--- src/logic/mimc_pkg.sv ---
`default_nettype none
package mimc_pkg;
  // APB geometry
  localparam int APB_AW = 12;
  // Register index as printed, byte address is four times it
  localparam logic [9:0] CFG_IDX = 10'h017;
  localparam logic [11:0] CFG_ADDR = {CFG_IDX, 2'b00};
  localparam logic [11:0] INT_STAT_ADDR = 12'h100;
  localparam logic [11:0] INT_MASK_ADDR = 12'h104;
  localparam logic [11:0] CTRL_ADDR = 12'h108;
  // Field positions of the config/status register
  localparam int B_RX_SHIFT = 12;
  localparam int B_TX_SHIFT_N = 11;
  localparam int B_CLK_SYNC = 10;
  localparam int B_RGMII = 9;
  localparam int B_RMII_TXSH = 8;
  localparam int B_REF50 = 7;
  localparam int B_FIFO_NORM = 6;
  localparam int B_RMII = 5;
  localparam int B_REV10 = 4;
  localparam int B_OVF = 3;
  localparam int B_UNF = 2;
  localparam int B_REC_MODE = 0;
  // Reset values and masks
  localparam logic [15:0] CFG_RST = 16'h0041;
  localparam logic [15:0] CFG_WMASK = 16'h1FF3;
  localparam logic [15:0] EVT_MASK = 16'h000C;
  // Timing
  localparam int SYS_PERIOD_PS = 10000;
  localparam int SHIFT_PS = 3500;
  localparam int SHIFT_CYC = (SHIFT_PS + SYS_PERIOD_PS - 1) / SYS_PERIOD_PS;
  localparam int RD_PERIOD_PS = 160000;
  localparam int RD_DIV_CYC = RD_PERIOD_PS / SYS_PERIOD_PS;
  // Elastic buffer geometry
  localparam int FIFO_AW = 4;
  localparam int FIFO_DEPTH = 16;
  localparam int FIFO_DW = 2;
  // Synchronised pins: link clock, valid, data, strap
  localparam int SYNC_W = 5;
  // Interface modes
  typedef enum logic [1:0] {
    IF_MII = 2'b00,
    IF_RMII = 2'b01,
    IF_RGMII = 2'b10
  } mimc_if_mode_t;
  // Receive path states
  typedef enum logic [1:0] {
    RX_IDLE = 2'b00,
    RX_FILL = 2'b01,
    RX_DRAIN = 2'b10
  } mimc_rx_st_t;
  // Tolerance in bits for each setting
  function automatic logic [4:0] tol_bits(input logic [1:0] t);
    case (t)
      2'b00: tol_bits = 5'h0E;
      2'b01: tol_bits = 5'h02;
      2'b10: tol_bits = 5'h06;
      default: tol_bits = 5'h0A;
    endcase
  endfunction
endpackage
`default_nettype wire

--- src/logic/mimc_fifo_if.sv ---
`timescale 1ns/1ns
`default_nettype none
interface mimc_fifo_if;
  logic wr_en;
  logic [mimc_pkg::FIFO_DW-1:0] wr_data;
  logic rd_en;
  logic flush;
  logic [mimc_pkg::FIFO_DW-1:0] rd_data;
  logic [mimc_pkg::FIFO_AW:0] level;
  logic full;
  logic empty;
  // Controller side
  modport ctl(output wr_en, wr_data, rd_en, flush, input rd_data, level, full, empty);
  // Storage side
  modport mem(input wr_en, wr_data, rd_en, flush, output rd_data, level, full, empty);
endinterface
`default_nettype wire

--- src/logic/mimc_sync.sv ---
`timescale 1ns/1ns
`default_nettype none
module mimc_sync (
  // Clock and raw reset
  input wire logic clk,
  input wire logic arst_n,
  // Raw pins
  input wire logic [mimc_pkg::SYNC_W-1:0] d,
  // Synchronised copies
  output logic rst_n,
  output logic [mimc_pkg::SYNC_W-1:0] q
);
  import mimc_pkg::*;
  typedef struct packed {
    logic [1:0] rst;
    logic [SYNC_W-1:0] s1;
    logic [SYNC_W-1:0] s2;
  } mimc_sync_t;
  mimc_sync_t r_reg;
  mimc_sync_t r_next;
  // Two stages for reset release and for each pin
  always_comb begin
    r_next.rst = {r_reg.rst[0], 1'b1};
    r_next.s1 = d;
    r_next.s2 = r_reg.s1;
  end
  // Registers clear to constants only
  always_ff @(posedge clk or negedge arst_n) begin
    if (!arst_n) begin
      r_reg <= '0;
    end else begin
      r_reg <= r_next;
    end
  end
  assign rst_n = r_reg.rst[1];
  assign q = r_reg.s2;
endmodule // mimc_sync
`default_nettype wire

--- src/logic/mimc_fifo.sv ---
`timescale 1ns/1ns
`default_nettype none
module mimc_fifo (
  // Clock and reset
  input wire logic clk,
  input wire logic rst_n,
  // Buffer access
  mimc_fifo_if.mem f
);
  import mimc_pkg::*;
  typedef struct packed {
    logic [FIFO_DEPTH-1:0][FIFO_DW-1:0] mem;
    logic [FIFO_AW-1:0] wp;
    logic [FIFO_AW-1:0] rp;
    logic [FIFO_AW:0] cnt;
  } mimc_fifo_t;
  mimc_fifo_t r_reg;
  mimc_fifo_t r_next;
  logic do_wr;
  logic do_rd;
  // Writes ignored when full, reads ignored when empty
  always_comb begin
    r_next = r_reg;
    do_wr = f.wr_en && !f.full;
    do_rd = f.rd_en && !f.empty;
    if (f.flush) begin
      r_next.wp = '0;
      r_next.rp = '0;
      r_next.cnt = '0;
    end else begin
      if (do_wr) begin
        r_next.mem[r_reg.wp] = f.wr_data;
        r_next.wp = r_reg.wp + 1'b1;
      end
      if (do_rd) begin
        r_next.rp = r_reg.rp + 1'b1;
      end
      case ({do_wr, do_rd})
        2'b10: r_next.cnt = r_reg.cnt + 1'b1;
        2'b01: r_next.cnt = r_reg.cnt - 1'b1;
        default: r_next.cnt = r_reg.cnt;
      endcase
    end
  end
  // State register
  always_ff @(posedge clk or negedge rst_n) begin
    if (!rst_n) begin
      r_reg <= '0;
    end else begin
      r_reg <= r_next;
    end
  end
  assign f.rd_data = r_reg.mem[r_reg.rp];
  assign f.level = r_reg.cnt;
  assign f.full = (r_reg.cnt == (FIFO_AW + 1)'(FIFO_DEPTH));
  assign f.empty = (r_reg.cnt == '0);
endmodule // mimc_fifo
`default_nettype wire

--- src/logic/mimc_top.sv ---
// Behaviour
// RGMII receive clock delayed 3.5 ns when set; the code delays it one 10 ns system clock cycle
// Bit 11 low enables RGMII transmit delay
// Bit 10 flags shared MAC/PHY clock reference
// Bit 9 selects RGMII, else bit 5
// Bit 5 picks RMII, clear picks MII
// Bit 8 shifts RMII transmit clock
// Bit 7 reference select, strap default, overridable
// Bit 6 clear bypasses FIFO, 50 MHz out
// Bit 4 picks carrier-valid revision behaviour
// Overflow sets bit 3, read clears
// Underflow sets bit 2, read clears
// Field 1:0 sets elastic tolerance, reset 01
// Minimum tolerance suits standard frames, 50 ppm
// Error flags latched until read returns them
`timescale 1ns/1ns
`default_nettype none
module mimc_top (
  // Clock and reset
  input wire logic SYS_CLK,
  input wire logic RST_N,
  // APB slave
  input wire logic PSEL,
  input wire logic PENABLE,
  input wire logic PWRITE,
  input wire logic [mimc_pkg::APB_AW-1:0] PADDR,
  input wire logic [31:0] PWDATA,
  output logic [31:0] PRDATA,
  output logic PREADY,
  output logic PSLVERR,
  // Interrupt
  output logic IRQ,
  // Line side receive pins
  input wire logic LINK_RX_CLK,
  input wire logic LINK_RX_DV,
  input wire logic [1:0] LINK_RXD,
  input wire logic REF_CLOCK_FREQ_STRAP,
  // MAC side receive pins
  output logic MAC_RX_CLK,
  output logic MAC_CRS_DV,
  output logic [1:0] MAC_RXD,
  // Internal transmit clock
  output logic TX_CLK_INT,
  // Mode outputs
  output mimc_pkg::mimc_if_mode_t IF_MODE,
  output logic RX_DELAY_ON,
  output logic TX_DELAY_ON,
  output logic CLK_SYNC_ON,
  output logic REF_CLK_50M,
  output logic RMII_REV_1P0,
  output logic FIFO_BYPASSED,
  output logic [1:0] ELASTIC_TOL
);
  import mimc_pkg::*;

  // Whole state of the block
  typedef struct packed {
    logic [15:0] cfg;
    logic strap_done;
    logic ref_ovr;
    logic [15:0] int_stat;
    logic [15:0] int_mask;
    logic rec_mode;
    logic [31:0] prdata;
    logic lclk_q;
    logic [SHIFT_CYC:0] rx_pipe;
    logic [SHIFT_CYC:0] tx_pipe;
    mimc_rx_st_t st;
    logic [4:0] div;
    logic crs_dv;
    logic [1:0] rxd;
    logic tog50;
  } mimc_state_t;

  mimc_state_t r_reg;
  mimc_state_t r_next;

  // Synchronised reset and pins
  logic rst_n;
  logic [SYNC_W-1:0] pins;
  logic lclk;
  logic dv;
  logic [1:0] dat;
  logic strap;

  // Decoded configuration
  logic rgmii;
  logic rmii;
  logic rx_shift;
  logic tx_shift;
  logic bypass;
  logic fifo_mode;
  logic lrise;

  // APB phases
  logic setup;
  logic acc;
  logic hit;

  // Events
  logic ovf;
  logic unf;
  logic pulse;
  logic [4:0] start_lvl;

  // Elastic buffer link
  mimc_fifo_if fq ();

  // Reset release and pin synchronisers
  mimc_sync u_sync (
    .clk(SYS_CLK),
    .arst_n(RST_N),
    .d({REF_CLOCK_FREQ_STRAP, LINK_RXD, LINK_RX_DV, LINK_RX_CLK}),
    .rst_n(rst_n),
    .q(pins)
  );

  // Receive elastic buffer
  mimc_fifo u_fifo (
    .clk(SYS_CLK),
    .rst_n(rst_n),
    .f(fq)
  );

  // Pin fields
  assign lclk = pins[0];
  assign dv = pins[1];
  assign dat = pins[3:2];
  assign strap = pins[4];

  // Interface mode decode
  always_comb begin
    rgmii = r_reg.cfg[B_RGMII];
    rmii = !rgmii && r_reg.cfg[B_RMII];
    rx_shift = rgmii && r_reg.cfg[B_RX_SHIFT];
    // Inverted sense in RGMII, plain sense in RMII
    tx_shift = (rgmii && !r_reg.cfg[B_TX_SHIFT_N])
      || (rmii && r_reg.cfg[B_RMII_TXSH]);
    // Bypass only in recovered clock RMII
    bypass = rmii && r_reg.rec_mode && !r_reg.cfg[B_FIFO_NORM];
    fifo_mode = rmii && !bypass;
    lrise = lclk && !r_reg.lclk_q;
  end

  // APB phase decode
  always_comb begin
    setup = PSEL && !PENABLE;
    acc = PSEL && PENABLE;
    case (PADDR)
      CFG_ADDR: hit = 1'b1;
      INT_STAT_ADDR: hit = 1'b1;
      INT_MASK_ADDR: hit = 1'b1;
      CTRL_ADDR: hit = 1'b1;
      default: hit = 1'b0;
    endcase
  end

  // Buffer control and error detection
  always_comb begin
    start_lvl = tol_bits(r_reg.cfg[1:0]) >> 1;
    pulse = (r_reg.div == '0);
    fq.flush = !fifo_mode;
    fq.wr_en = fifo_mode && lrise && dv;
    fq.wr_data = dat;
    fq.rd_en = (r_reg.st == RX_DRAIN) && pulse && !fq.empty;
    // Write into a full buffer
    ovf = fq.wr_en && fq.full;
    // Drained dry while carrier still present
    unf = (r_reg.st == RX_DRAIN) && pulse && fq.empty && dv;
  end

  // Next state
  always_comb begin
    r_next = r_reg;
    r_next.lclk_q = lclk;
    // Clock delay lines, one stage per delay cycle
    r_next.rx_pipe = {r_reg.rx_pipe[SHIFT_CYC-1:0], lclk};
    r_next.tx_pipe = {r_reg.tx_pipe[SHIFT_CYC-1:0], lclk};
    r_next.tog50 = !r_reg.tog50;

    // Catch the reference strap once after reset release
    if (!r_reg.strap_done) begin
      r_next.strap_done = 1'b1;
      if (!r_reg.ref_ovr) begin
        r_next.cfg[B_REF50] = strap;
      end
    end

    // Read data captured in the setup phase
    if (setup && !PWRITE) begin
      case (PADDR)
        CFG_ADDR: r_next.prdata = {16'h0000, r_reg.cfg};
        INT_STAT_ADDR: r_next.prdata = {16'h0000, r_reg.int_stat};
        INT_MASK_ADDR: r_next.prdata = {16'h0000, r_reg.int_mask};
        CTRL_ADDR: r_next.prdata = {31'h00000000, r_reg.rec_mode};
        default: r_next.prdata = 32'h00000000;
      endcase
    end

    // Register writes at the access edge
    if (acc && PWRITE) begin
      case (PADDR)
        CFG_ADDR: begin
          // Status bits are read only
          r_next.cfg = (r_reg.cfg & ~CFG_WMASK) | (PWDATA[15:0] & CFG_WMASK);
          r_next.ref_ovr = 1'b1;
        end
        INT_MASK_ADDR: begin
          r_next.int_mask = PWDATA[15:0] & EVT_MASK;
        end
        CTRL_ADDR: begin
          r_next.rec_mode = PWDATA[B_REC_MODE];
        end
        default: begin
          r_next.int_mask = r_next.int_mask;
        end
      endcase
    end

    // Read clears only the flags it returned
    if (acc && !PWRITE) begin
      case (PADDR)
        CFG_ADDR: begin
          r_next.cfg = r_reg.cfg & ~(r_reg.prdata[15:0] & EVT_MASK);
        end
        INT_STAT_ADDR: begin
          r_next.int_stat = r_reg.int_stat & ~(r_reg.prdata[15:0] & EVT_MASK);
        end
        default: begin
          r_next.int_stat = r_next.int_stat;
        end
      endcase
    end

    // New errors win over a clear in the same cycle
    if (ovf) begin
      r_next.cfg[B_OVF] = 1'b1;
      r_next.int_stat[B_OVF] = 1'b1;
    end
    if (unf) begin
      r_next.cfg[B_UNF] = 1'b1;
      r_next.int_stat[B_UNF] = 1'b1;
    end

    // Read pacing divider, runs only while draining
    if (r_reg.st == RX_DRAIN) begin
      if (r_reg.div == 5'(RD_DIV_CYC - 1)) begin
        r_next.div = '0;
      end else begin
        r_next.div = r_reg.div + 1'b1;
      end
    end else begin
      r_next.div = '0;
    end

    // Receive path
    if (!fifo_mode) begin
      // Direct path for MII, RGMII and bypass
      r_next.st = RX_IDLE;
      r_next.crs_dv = dv;
      r_next.rxd = dat;
    end else begin
      case (r_reg.st)
        RX_IDLE: begin
          // Wait for carrier
          r_next.crs_dv = 1'b0;
          if (fq.wr_en) begin
            r_next.st = RX_FILL;
          end
        end
        RX_FILL: begin
          // Fill to half the tolerance before draining
          if ((fq.level >= start_lvl) || !dv) begin
            r_next.st = RX_DRAIN;
          end
        end
        RX_DRAIN: begin
          if (fq.rd_en) begin
            r_next.rxd = fq.rd_data;
          end
          if (pulse && fq.empty && !dv) begin
            // Last data handed over
            r_next.st = RX_IDLE;
            r_next.crs_dv = 1'b0;
          end else if (dv || r_reg.cfg[B_REV10]) begin
            // Older revision holds valid to the end
            r_next.crs_dv = 1'b1;
          end else if (pulse) begin
            // Newer revision toggles once carrier is gone
            r_next.crs_dv = !r_reg.crs_dv;
          end
        end
        default: begin
          r_next.st = RX_IDLE;
        end
      endcase
    end
  end

  // State register, cleared by the released reset except cfg, which loads CFG_RST
  always_ff @(posedge SYS_CLK or negedge rst_n) begin
    if (!rst_n) begin
      r_reg <= '0;
      r_reg.cfg <= CFG_RST;
    end else begin
      r_reg <= r_next;
    end
  end

  // Receive clock towards the MAC
  always_comb begin
    if (bypass) begin
      MAC_RX_CLK = r_reg.tog50;
    end else if (rmii) begin
      MAC_RX_CLK = 1'b0;
    end else if (rx_shift) begin
      MAC_RX_CLK = r_reg.rx_pipe[SHIFT_CYC];
    end else begin
      MAC_RX_CLK = r_reg.rx_pipe[0];
    end
  end

  // Internal transmit clock lags data when shifted
  assign TX_CLK_INT = tx_shift ? r_reg.tx_pipe[SHIFT_CYC] : r_reg.tx_pipe[0];

  // Receive data and valid
  assign MAC_CRS_DV = r_reg.crs_dv;
  assign MAC_RXD = r_reg.rxd;

  // Mode outputs
  assign IF_MODE = rgmii ? IF_RGMII : (rmii ? IF_RMII : IF_MII);
  assign RX_DELAY_ON = rx_shift;
  assign TX_DELAY_ON = tx_shift;
  assign CLK_SYNC_ON = r_reg.cfg[B_CLK_SYNC];
  assign REF_CLK_50M = r_reg.cfg[B_REF50];
  assign RMII_REV_1P0 = r_reg.cfg[B_REV10];
  assign FIFO_BYPASSED = bypass;
  assign ELASTIC_TOL = r_reg.cfg[1:0];

  // APB answers with no wait states
  assign PREADY = 1'b1;
  assign PSLVERR = acc && !hit;
  assign PRDATA = r_reg.prdata;

  // Interrupt while any unmasked flag is set
  assign IRQ = |(r_reg.int_stat & r_reg.int_mask);
endmodule // mimc_top
`default_nettype wire

--- config.mk ---
export PLATFORM = sky130hd
export DESIGN_NAME = mimc_top
export DESIGN_NICKNAME = d
export VERILOG_FILES = /design/src/logic/mimc_pkg.sv /design/src/logic/mimc_fifo_if.sv /design/src/logic/mimc_sync.sv /design/src/logic/mimc_fifo.sv /design/src/logic/mimc_top.sv
export SDC_FILE = /design/constraint.sdc
export NUM_CORES = 1
export LEC_CHECK = 0
export ABC_AREA = 0
export BUFFER_PORTS_ARGS = -buffer_cell sky130_fd_sc_hd__buf_4
export CAP_MARGIN = 20
export CORE_MARGIN = 5
export CORE_UTILIZATION = 23
export CTS_BUF_LIST = sky130_fd_sc_hd__clkbuf_16
export CTS_CLUSTER_DIAMETER = 60
export CTS_CLUSTER_SIZE = 8
export DETAILED_ROUTE_END_ITERATION = 12
export PLACE_DENSITY_LB_ADDON = 0.1
export SYNTH_ARGS = -nofsm -noshare
export SYNTH_HDL_FRONTEND = slang
export SYNTH_SLANG_ARGS = --single-unit
--- constraint.sdc ---
create_clock -name SYS_CLK -period 3.9 [get_ports SYS_CLK]
set_input_delay 0.78 -clock SYS_CLK [delete_from_list [all_inputs] [get_ports SYS_CLK]]
set_output_delay 0.78 -clock SYS_CLK [all_outputs]
set_load 0.01 [all_outputs]
# Yosys cells after proc, flatten, opt, wreduce, memory -nomap -nowiden
# Index checks and enable logic that the tools add are counted.
# classes
addsub,5
order_cmp,4
n_eq_ne,22
n_mux,44
bitwise,5
reduce_logical,62
# op_table
cell,n
2-to-1 mux 16 bit,4
one-hot mux 16 bit (4 select lines),1
equality test 12 x 9 -> 1 bit (second input constant),3
bitwise AND 16 bit,2
bitwise mux 32 bit,1
logical AND 1 bit,26
2-to-1 mux 2 bit,9
AND reduction 2 bit,9
bitwise AND 16 x 4 -> 16 bit,1
2-to-1 mux 4 bit,4
inverter 4 -> 16 bit,1
OR 16 x 13 -> 16 bit,1
OR reduction 16 bit,1
2-to-1 mux 1 bit,15
logical NOT 1 bit,13
2-to-1 mux 13 bit,1
equality test 12 x 7 -> 1 bit (second input constant),1
one-hot mux 4 bit (3 select lines),1
adder 5 x 1 -> 5 bit (second input constant),2
logical NOT 5 bit,2
less-than comparator 4 x 5 -> 1 bit (second input constant),2
2-to-1 mux 5 bit,2
one-hot mux 5 bit (2 select lines),1
adder 4 x 1 -> 4 bit (second input constant),2
other kinds (22),37
# totals
regBits,142
input_bits,54
elab_cells,181

# Longest topological paths before layout
# Gate-level depths: netlist of run 1.
# depth
word_depth,12
depth_mapped,13
ltp_nobuf,13

# Hierarchy
# A second synthesis of run 1 with hierarchy kept.
# unflattened
hier_cells,467
area_unflattened_um2,5398.9
# by_module_without_submodules
mod,n_inst,cells_each,area_per_inst_um2,seq_area_each_um2
mimc_fifo,1,217,2553.7,1126.1
mimc_top,1,237,2541.2,1153.6
mimc_sync,1,13,304.0,300.3

# Least setup slack after synthesis of run 1
# Ideal clock, no wire load.
# synth_timing
path_type,register to register
startpoint,register r_reg[4] (netlist name)
endpoint,"register u_fifo.r_reg, in the netlist u_fifo.f.level[4]"
setup_ps,78
t_arrival_ps,2590
t_required_ps,3822
setup_slack_ps,1232
stages_incl_launch_ff,14
path_buffers,0
synth_period_minus_slack_ps,2668
cell_sequence,dfrtp_1 inv_1 ha_1 or4b_4 nor2_4 nand2_1 nor2_2 xor2_1 ha_1 a31oi_1 or3_1 o21ai_1 o21ai_1 a21oi_1
# synth_between
elab_chain_cells,7
# synth_rtl
item,line_no,rtl
"start, declared",mimc_top.sv:75,mimc_state_t r_reg;
"start signal, assigned",mimc_top.sv:306,r_reg <= r_next;
logical NOT 5 bit (*),mimc_top.sv:161,pulse = (r_reg.div == '0);
logical AND 1 bit (*) (2 in a row),mimc_top.sv:165,fq.rd_en = (r_reg.st == RX_DRAIN) && pulse && !fq.empty;
logical AND 1 bit (*),mimc_fifo.sv:25,do_rd = f.rd_en && !f.empty;
equality test 2 x 1 -> 1 bit or equality test 2 bit (tied branches),mimc_fifo.sv:38,"case ({do_wr, do_rd})"
one-hot mux 5 bit (2 select lines),mimc_fifo.sv:38,
2-to-1 mux 13 bit,mimc_fifo.sv:26,if (f.flush) begin
"end signal, assigned",mimc_fifo.sv:50,r_reg <= r_next;
"end, declared",mimc_fifo.sv:17,mimc_fifo_t r_reg;
# Every way passes the cells marked *; elsewhere a longest branch is shown, timed or not.
# A chain may end at the register's enable or synchronous reset.

# Worst setup path after layout of run 1
# Same ends and word-level chain as after synthesis.

==> results.yml, run 1 <==
logic_synthesis:
  syn_area_mm2: 0.005144
  ys.flop_type: "dfrtp_1"
  synth.most_common_cell: "dfrtp_1"
  syn_inst: 446
  synth_top_family_by_area: "multiplexers"
  synth_top_area_frac: 0.4914
  synthXorXnorAreaFrac: 0.01703
  synthAdderAreaFrac: 0.03162
  ys_seq_area_frac: 0.5016
  synth_compound_area_frac: 0.09073
  synth_edf_count: 0
  synth_top_cell_by_area: "dfrtp_1"
  avgSynthCellArea_um2: 11.53
  synthTopCellsByCount: "dfrtp_1 (101), nand2_1 (44), mux2_2 (42)"
  ys_ff_latch: 103
  yosys.cell_types.count: 60
  synthSimpleGateAreaFrac: 0.1267
  yosysWarnings: 0
  ys_top_cells_by_area: "dfrtp_1 (49%), mux2_2 (9.2%), buf_4 (5.7%)"
  synthMuxAreaShare: 0.1540
  async_flop_share: 1.000
clock_network:
  cts_tree: "done"
  postCtsSetupBuffers: 0
  root_buffer: "clkbuf_16"
  htree_levels: 3
  hold_buffers: 0
  numCtsBuffers: 9
  cts_buffer_depth: 2
  cts_resized: 0
  path_clk_slew_ns: 0.08
  clkSinkCount: 103
  clk_latency_ns: 0.35
power:
  p_int_mw: 1.684
  vdd.ir_drop.worst_mv: 0.1836
  powerDensity_mw_per_mm2: 358.6
  p_comb_frac: 0.035
  p_leak_nw: 2.801
  p_sw_frac: 0.2240
  clockPowerShare: 0.457
  seqPwrFrac: 0.508
  p_switching_mw: 0.4863
global_routing:
  grt_pass1_wl_mm: 20.65
  grt_max_degree: 61
  grt_overflow: 0
  grt_pass1_vias: 3645
  grt.total_usage: 0.1008
  antenna_found_initial: 0
final_layout:
  areaGrowthSynthToFinish_pct: 17.68
  nFillCells: 2285
  final_layout_size_suffix_gt1_frac: 0.3052
  nNetsFinal: 560
  largest_reg_flops: 40
  instances_no_fill: 778
  n_antenna_cell: 0
detailed_routing:
  viasPerCell: 4.375
  route.vias.total: 3404
  drtIter0Drc: 191
  drt-pass1-iter-count: 6
  drc: 0
  wl_mm: 12.45
  wire_per_inst_um: 16.01
  drtAntennaViolNets: 0
sta:
  fin_skew_ns: 0.007625
  period_share: 0.7742
  hold_viol: 0
  slew_violations: 0
  slew_headroom: 0.4456
  rsz0062_at_grt: "no"
  fin_setup_tns_ns: 0
  period_needed_ns: 3.020
  setup_viol: 0
  worstMarginPinSlew_ns: 0.8317
  max_clock_freq_ghz: 0.3312
critical_path:
  arrival_ns: 3.30
  r2r_slack_ns: 0.88
  worstRegToRegCells: 13
  crit_path_start_kind: "flip-flop"
  crit_type: "flip-flop to flip-flop"
  reg2reg_to: "u_fifo.f.level[4]"
  required_ns: 4.18
  worstReg2RegStart: "r_reg[4]"
  critPathMaxFanout: 8
  cp-end-kind: "flip-flop"
status:
  outcome: "completed"
placement:
  gp_congestion: 0.7101
  dp_hpwl_mm: 9.156
  numPortBuffers: 64
  dp.cells: 762
die:
  placementRows: 54
  coreArea_mm2: 0.02189
  ios: 104
  die_h_um: 159.5
  die_area_mm2: 0.02545
  die_x_um: 159.5
  start_util: 0.2350
run:
  cap_viol_max_count: 0
hold_path:
  hp-class: "input port to asynchronous set/reset pin"
==> area by class of cell <==
type                            instances  area, um^2  area share
Clock buffer                            9       225.2     0.03721
Clock inverter                          7       102.6     0.01695
Multi-Input combinational cell        300        2243      0.3706
Tap cell                              280       350.3     0.05788
Timing Repair Buffer                   67       503.0     0.08309
Inverter                               12       45.04    0.007441
Sequential cell                       103        2584      0.4268
==> worst max-delay path by stage <==
stage | slack (ns) | cells past startpoint | from | endpoint
detailed placement | 0.89 | 13 | r_reg[4] | u_fifo.f.level[4]
global route | 0.68 | 13 | r_reg[4] | u_fifo.f.level[4]
finish | 0.88 | 13 | r_reg[4] | u_fifo.f.level[4]
floorplan | 1.12 | 0 | u_sync.rst_n | CLK_SYNC_ON
global placement | 0.92 | 13 | r_reg[4] | u_fifo.f.level[4]
CTS | 0.88 | 13 | r_reg[4] | u_fifo.f.level[4]
==> worst max-delay path, stage by stage, from the launching register on <==
cell and delay, ns:
dfrtp_1 0.41, inv_1 0.07, ha_1 0.14, or4b_4 0.52, nor2_4 0.24, nand2_1 0.20, nor2_2 0.22, xor2_1 0.16
ha_1 0.25, a31oi_1 0.12, or3_1 0.33, o21ai_1 0.08, o21ai_1 0.06, a21oi_1 0.14
==> power groups by stage <==
stage               combinational (mW)  clock (mW)  sequential, mW
finish                          0.0754       0.992            1.10
global route                    0.0847        1.08            1.11
CTS                             0.0772        1.05            1.11
detailed placement              0.0770           0            1.13
global placement                0.0760           0            1.13
floorplan                       0.0436           0            1.12
==> metrics by stage <==
stage	total power [mW]	setup WS (ns)	hold WS, ns	area [um^2]	util
after floorplan	1.162	1.121	0.3312	5219	-
final	2.170	0.8805	0.2528	6053	0.2765
after global placement	1.203	0.9162	0.3322	5725	0.2615
after detailed placement	1.204	0.8931	0.3365	5725	0.2615
after global routing	2.275	0.6779	0.2414	6053	0.2765
after CTS	2.230	0.8773	0.2362	6053	0.2765
==> cells in the final DEF (no fill, tap or decap), types with 5 or more instances in the layout <==
master     instances
dfrtp_1          100
buf_4             67
o31ai_1            5
xor2_1             5
mux4_2             8
nand3_1            7
clkbuf_16          9
mux2_2            42
inv_1             12
nor3_1             5
nand4_1            5
nand2_1           44
mux2i_1            6
a22o_1            11
xnor2_1            5
and3_1             5
a21oi_1           14
o21ai_0            9
mux2_1             7
nor2_1            30
ha_1              13
conb_1            22
==> cells by family after synthesis <==
logic type / Yosys count
adder cells (fa/ha/maj): 13
flip-flops: 103
other: 2
AO/OA/AOI/OAI: 64
buffers and inverters: 63
multiplexers: 63
AND/OR/NAND/NOR: 128
XOR/XNOR: 10
==> layer usage <==
layer / share of wire / up-vias / wire length [um] / GRT usage
met5: 0 / - / 0 / 0
met3: 0.070 / 9 / 874 / 0.03598
li1: - / 1608 / - / -
met2: 0.44 / 112 / 5507 / 0.1542
met4: 0.0099 / 0 / 123 / 0.02326
met1: 0.48 / 1675 / 5948 / 0.1371
Power figures use the tool's default switching activity.
==> inputs of run 2 (changes only) <==
- clock period: 3.9 -> 2.6 ns (I/O delays scaled with it)
==> run 2 against run 1 <==
  * Worst setup slack worse by 0.79 ns
  * Global-route usage about the same
  * Worst hold slack gained 0.018 ns
  * Flip-flop and latch count is the same
  * Core utilization up 0.81 points
  * Highest routed layer unchanged
  * Critical path type unchanged
  * First-iteration DRC count fell by 6.3%
  * Maximum frequency increased by 20%
==> results.yml, run 2 (synthesis results as in run 1) <==
critical_path:
  worstSetupPathDepth: 13
  crit_type: "flip-flop to flip-flop"
  cp-end-kind: "flip-flop"
  reg2reg_to: "u_fifo.f.level[4]"
  cp_num_buf_inv: 1
  cpMaxStageDelayCell: "or4b_4"
  critPathMaxFanout: 4
  path_delay_family: "simple AND/OR/NAND/NOR gates"
  required_ns: 2.88
  r2r_slack_ns: 0.09
  max_stage_delay_ns: 0.48
  crit_path_start_kind: "flip-flop"
  worstReg2RegStart: "r_reg[5]"
  worstRegToRegCells: 13
  crit_path_end: "u_fifo.f.level[4]"
  crit_start: "r_reg[5]"
  path_cells: "inv_1 > ha_1 > or4b_4 > nor2_4 > nand2_2 > nor2_4 > xor2_2 > ha_2 > a31oi_2 > or3_1 > o21ai_1 > o21ai_1 > a21oi_1"
  arrival_ns: 2.79
global_routing:
  grt-busiest-layer: "met2"
  grt_pass1_wl_mm: 20.66
  antenna_found_initial: 0
  grt.total_usage: 0.1004
  grt_max_degree: 54
  grtUsageMet2: 0.1582
  grt_overflow: 0
  use_met1: 0.1357
  grt_pass1_vias: 3661
  grt_use_met3: 0.03003
final_layout:
  final_layout_size_suffix_gt1_frac: 0.3366
  nFillCells: 2270
  n_antenna_cell: 0
  instances_no_fill: 797
  final_common_cell: "dfrtp_1"
  final_cell_mix: "dfrtp_1 (100), buf_4 (85), nand2_1 (43)"
  finish.utilization: 0.2846
  largest_reg_flops: 40
  nNetsFinal: 580
  areaGrowthSynthToFinish_pct: 21.14
placement:
  dp.cells: 779
  numPortBuffers: 64
  dp_hpwl_mm: 9.315
  gp_congestion: 0.7272
clock_network:
  htree_levels: 3
  clk_latency_ns: 0.35
  numCtsBuffers: 9
  cts_buffer_depth: 2
  root_buffer: "clkbuf_16"
  clkSinkCount: 103
  cts_tree: "done"
  path_clk_slew_ns: 0.08
power:
  vdd.ir_drop.worst_mv: 0.3224
  p_comb_frac: 0.040
  p_sw_frac: 0.2222
  p_switching_mw: 0.7211
  seqPwrFrac: 0.507
  clockPowerShare: 0.453
  powerDensity_mw_per_mm2: 520.8
  p_int_mw: 2.524
  p_leak_nw: 2.904
die:
  die_area_mm2: 0.02545
  die_x_um: 159.5
  coreArea_mm2: 0.02189
  start_util: 0.2350
  ios: 104
  placementRows: 54
  die_h_um: 159.5
sta:
  fin_skew_ns: 0.01146
  period_share: 0.9652
  slew_violations: 0
  rsz0062_at_grt: "yes"
  worstMarginPinSlew_ns: 0.6356
  period_needed_ns: 2.509
  max_clock_freq_ghz: 0.3985
  setup_viol: 0
  hold_viol: 0
  slew_headroom: 0.5763
hold_path:
  hp-class: "input port to flip-flop"
  hold_path_depth: 1
detailed_routing:
  wl_mm: 12.49
  drt-pass1-iter-count: 6
  drtIter0Drc: 179
  drc: 0
  viasPerCell: 4.363
  wire_per_inst_um: 15.68
  drtAntennaViolNets: 0
  route.vias.total: 3477
run:
  cap_viol_max_count: 0
status:
  outcome: "completed"
==> run 2: cell types whose count changed in the layout (fill, tap and decap cells not counted), sizes merged <==
| cell | delta |
|---|---|
| clkinvlp | -1 |
| buf | +19 |
| dlygate4sd3 | +1 |
==> run 2: worst min-delay path by stage <==
stage | from | to | slack (ns)
final | LINK_RXD[1] | u_sync.r_next[3] | 0.27
after global placement | u_sync.r_next[11] | u_sync.rst_n | 0.33
after floorplan | RST_N | u_sync.q[0] | 0.22
after CTS | LINK_RXD[1] | u_sync.r_next[3] | 0.25
after detailed placement | u_sync.r_next[11] | u_sync.rst_n | 0.34
after global routing | LINK_RX_DV | u_sync.r_next[1] | 0.25
==> run 2: layer usage <==
metal	wire length [um]	vias to the layer above
met5	0	-
met4	123	0
met3	741	10
met2	5816	94
met1	5812	1723
li1	-	1650
==> run 2: power groups by stage <==
stage | combinational (mW) | sequential (mW) | clock (mW)
floorplan | 0.0653 | 1.68 | 0
global placement | 0.130 | 1.68 | 0
detailed placement | 0.131 | 1.68 | 0
CTS | 0.132 | 1.65 | 1.53
global route | 0.145 | 1.65 | 1.60
finish | 0.130 | 1.65 | 1.47
==> run 2: worst reg2reg max path: cells and delay by family, from the launching register on <==
family          cells  cell delay, ns
fa+ha+maj           2            0.35
flops               1            0.40
compound gates      4            0.38
xor+xnor            1            0.15
buf+inv             1            0.06
simple gates        5            1.12
==> run 2: final cells by class <==
class                           instances  area [um^2]  share of cell area
Clock buffer                            9        225.2             0.03614
Sequential cell                       103         2584              0.4147
Tap cell                              280        350.3             0.05622
Multi-Input combinational cell        300         2267              0.3639
Clock inverter                          6        91.34             0.01466
Inverter                               12        45.04            0.007229
Timing Repair Buffer                   87        668.1              0.1072
==> run 2: stage by stage <==
step           setup WS, ns  total power, mW  setup TNS [ns]  hold WS [ns]  instance area [um^2]
6_report            0.09054            3.245               0        0.2706                  6231
5_1_grt             -0.1027            3.393         -0.1027        0.2497                  6231
4_1_cts             0.02224            3.313               0        0.2530                  6202
3_5_place_dp        0.04336            1.812               0        0.3371                  5876
3_3_place_gp        0.05850            1.811               0        0.3344                  5876
2_1_floorplan       0.01108            1.743               0        0.2244                  5230
==> run 2: repair_timing <==
item                                   in CTS  in global routing
setup buffers                               0                  2
setup endpoints to repair                   0                  2
gates resized for setup                     0                  2
hold buffers                                1                  0
endpoints found under the hold margin      12                  0
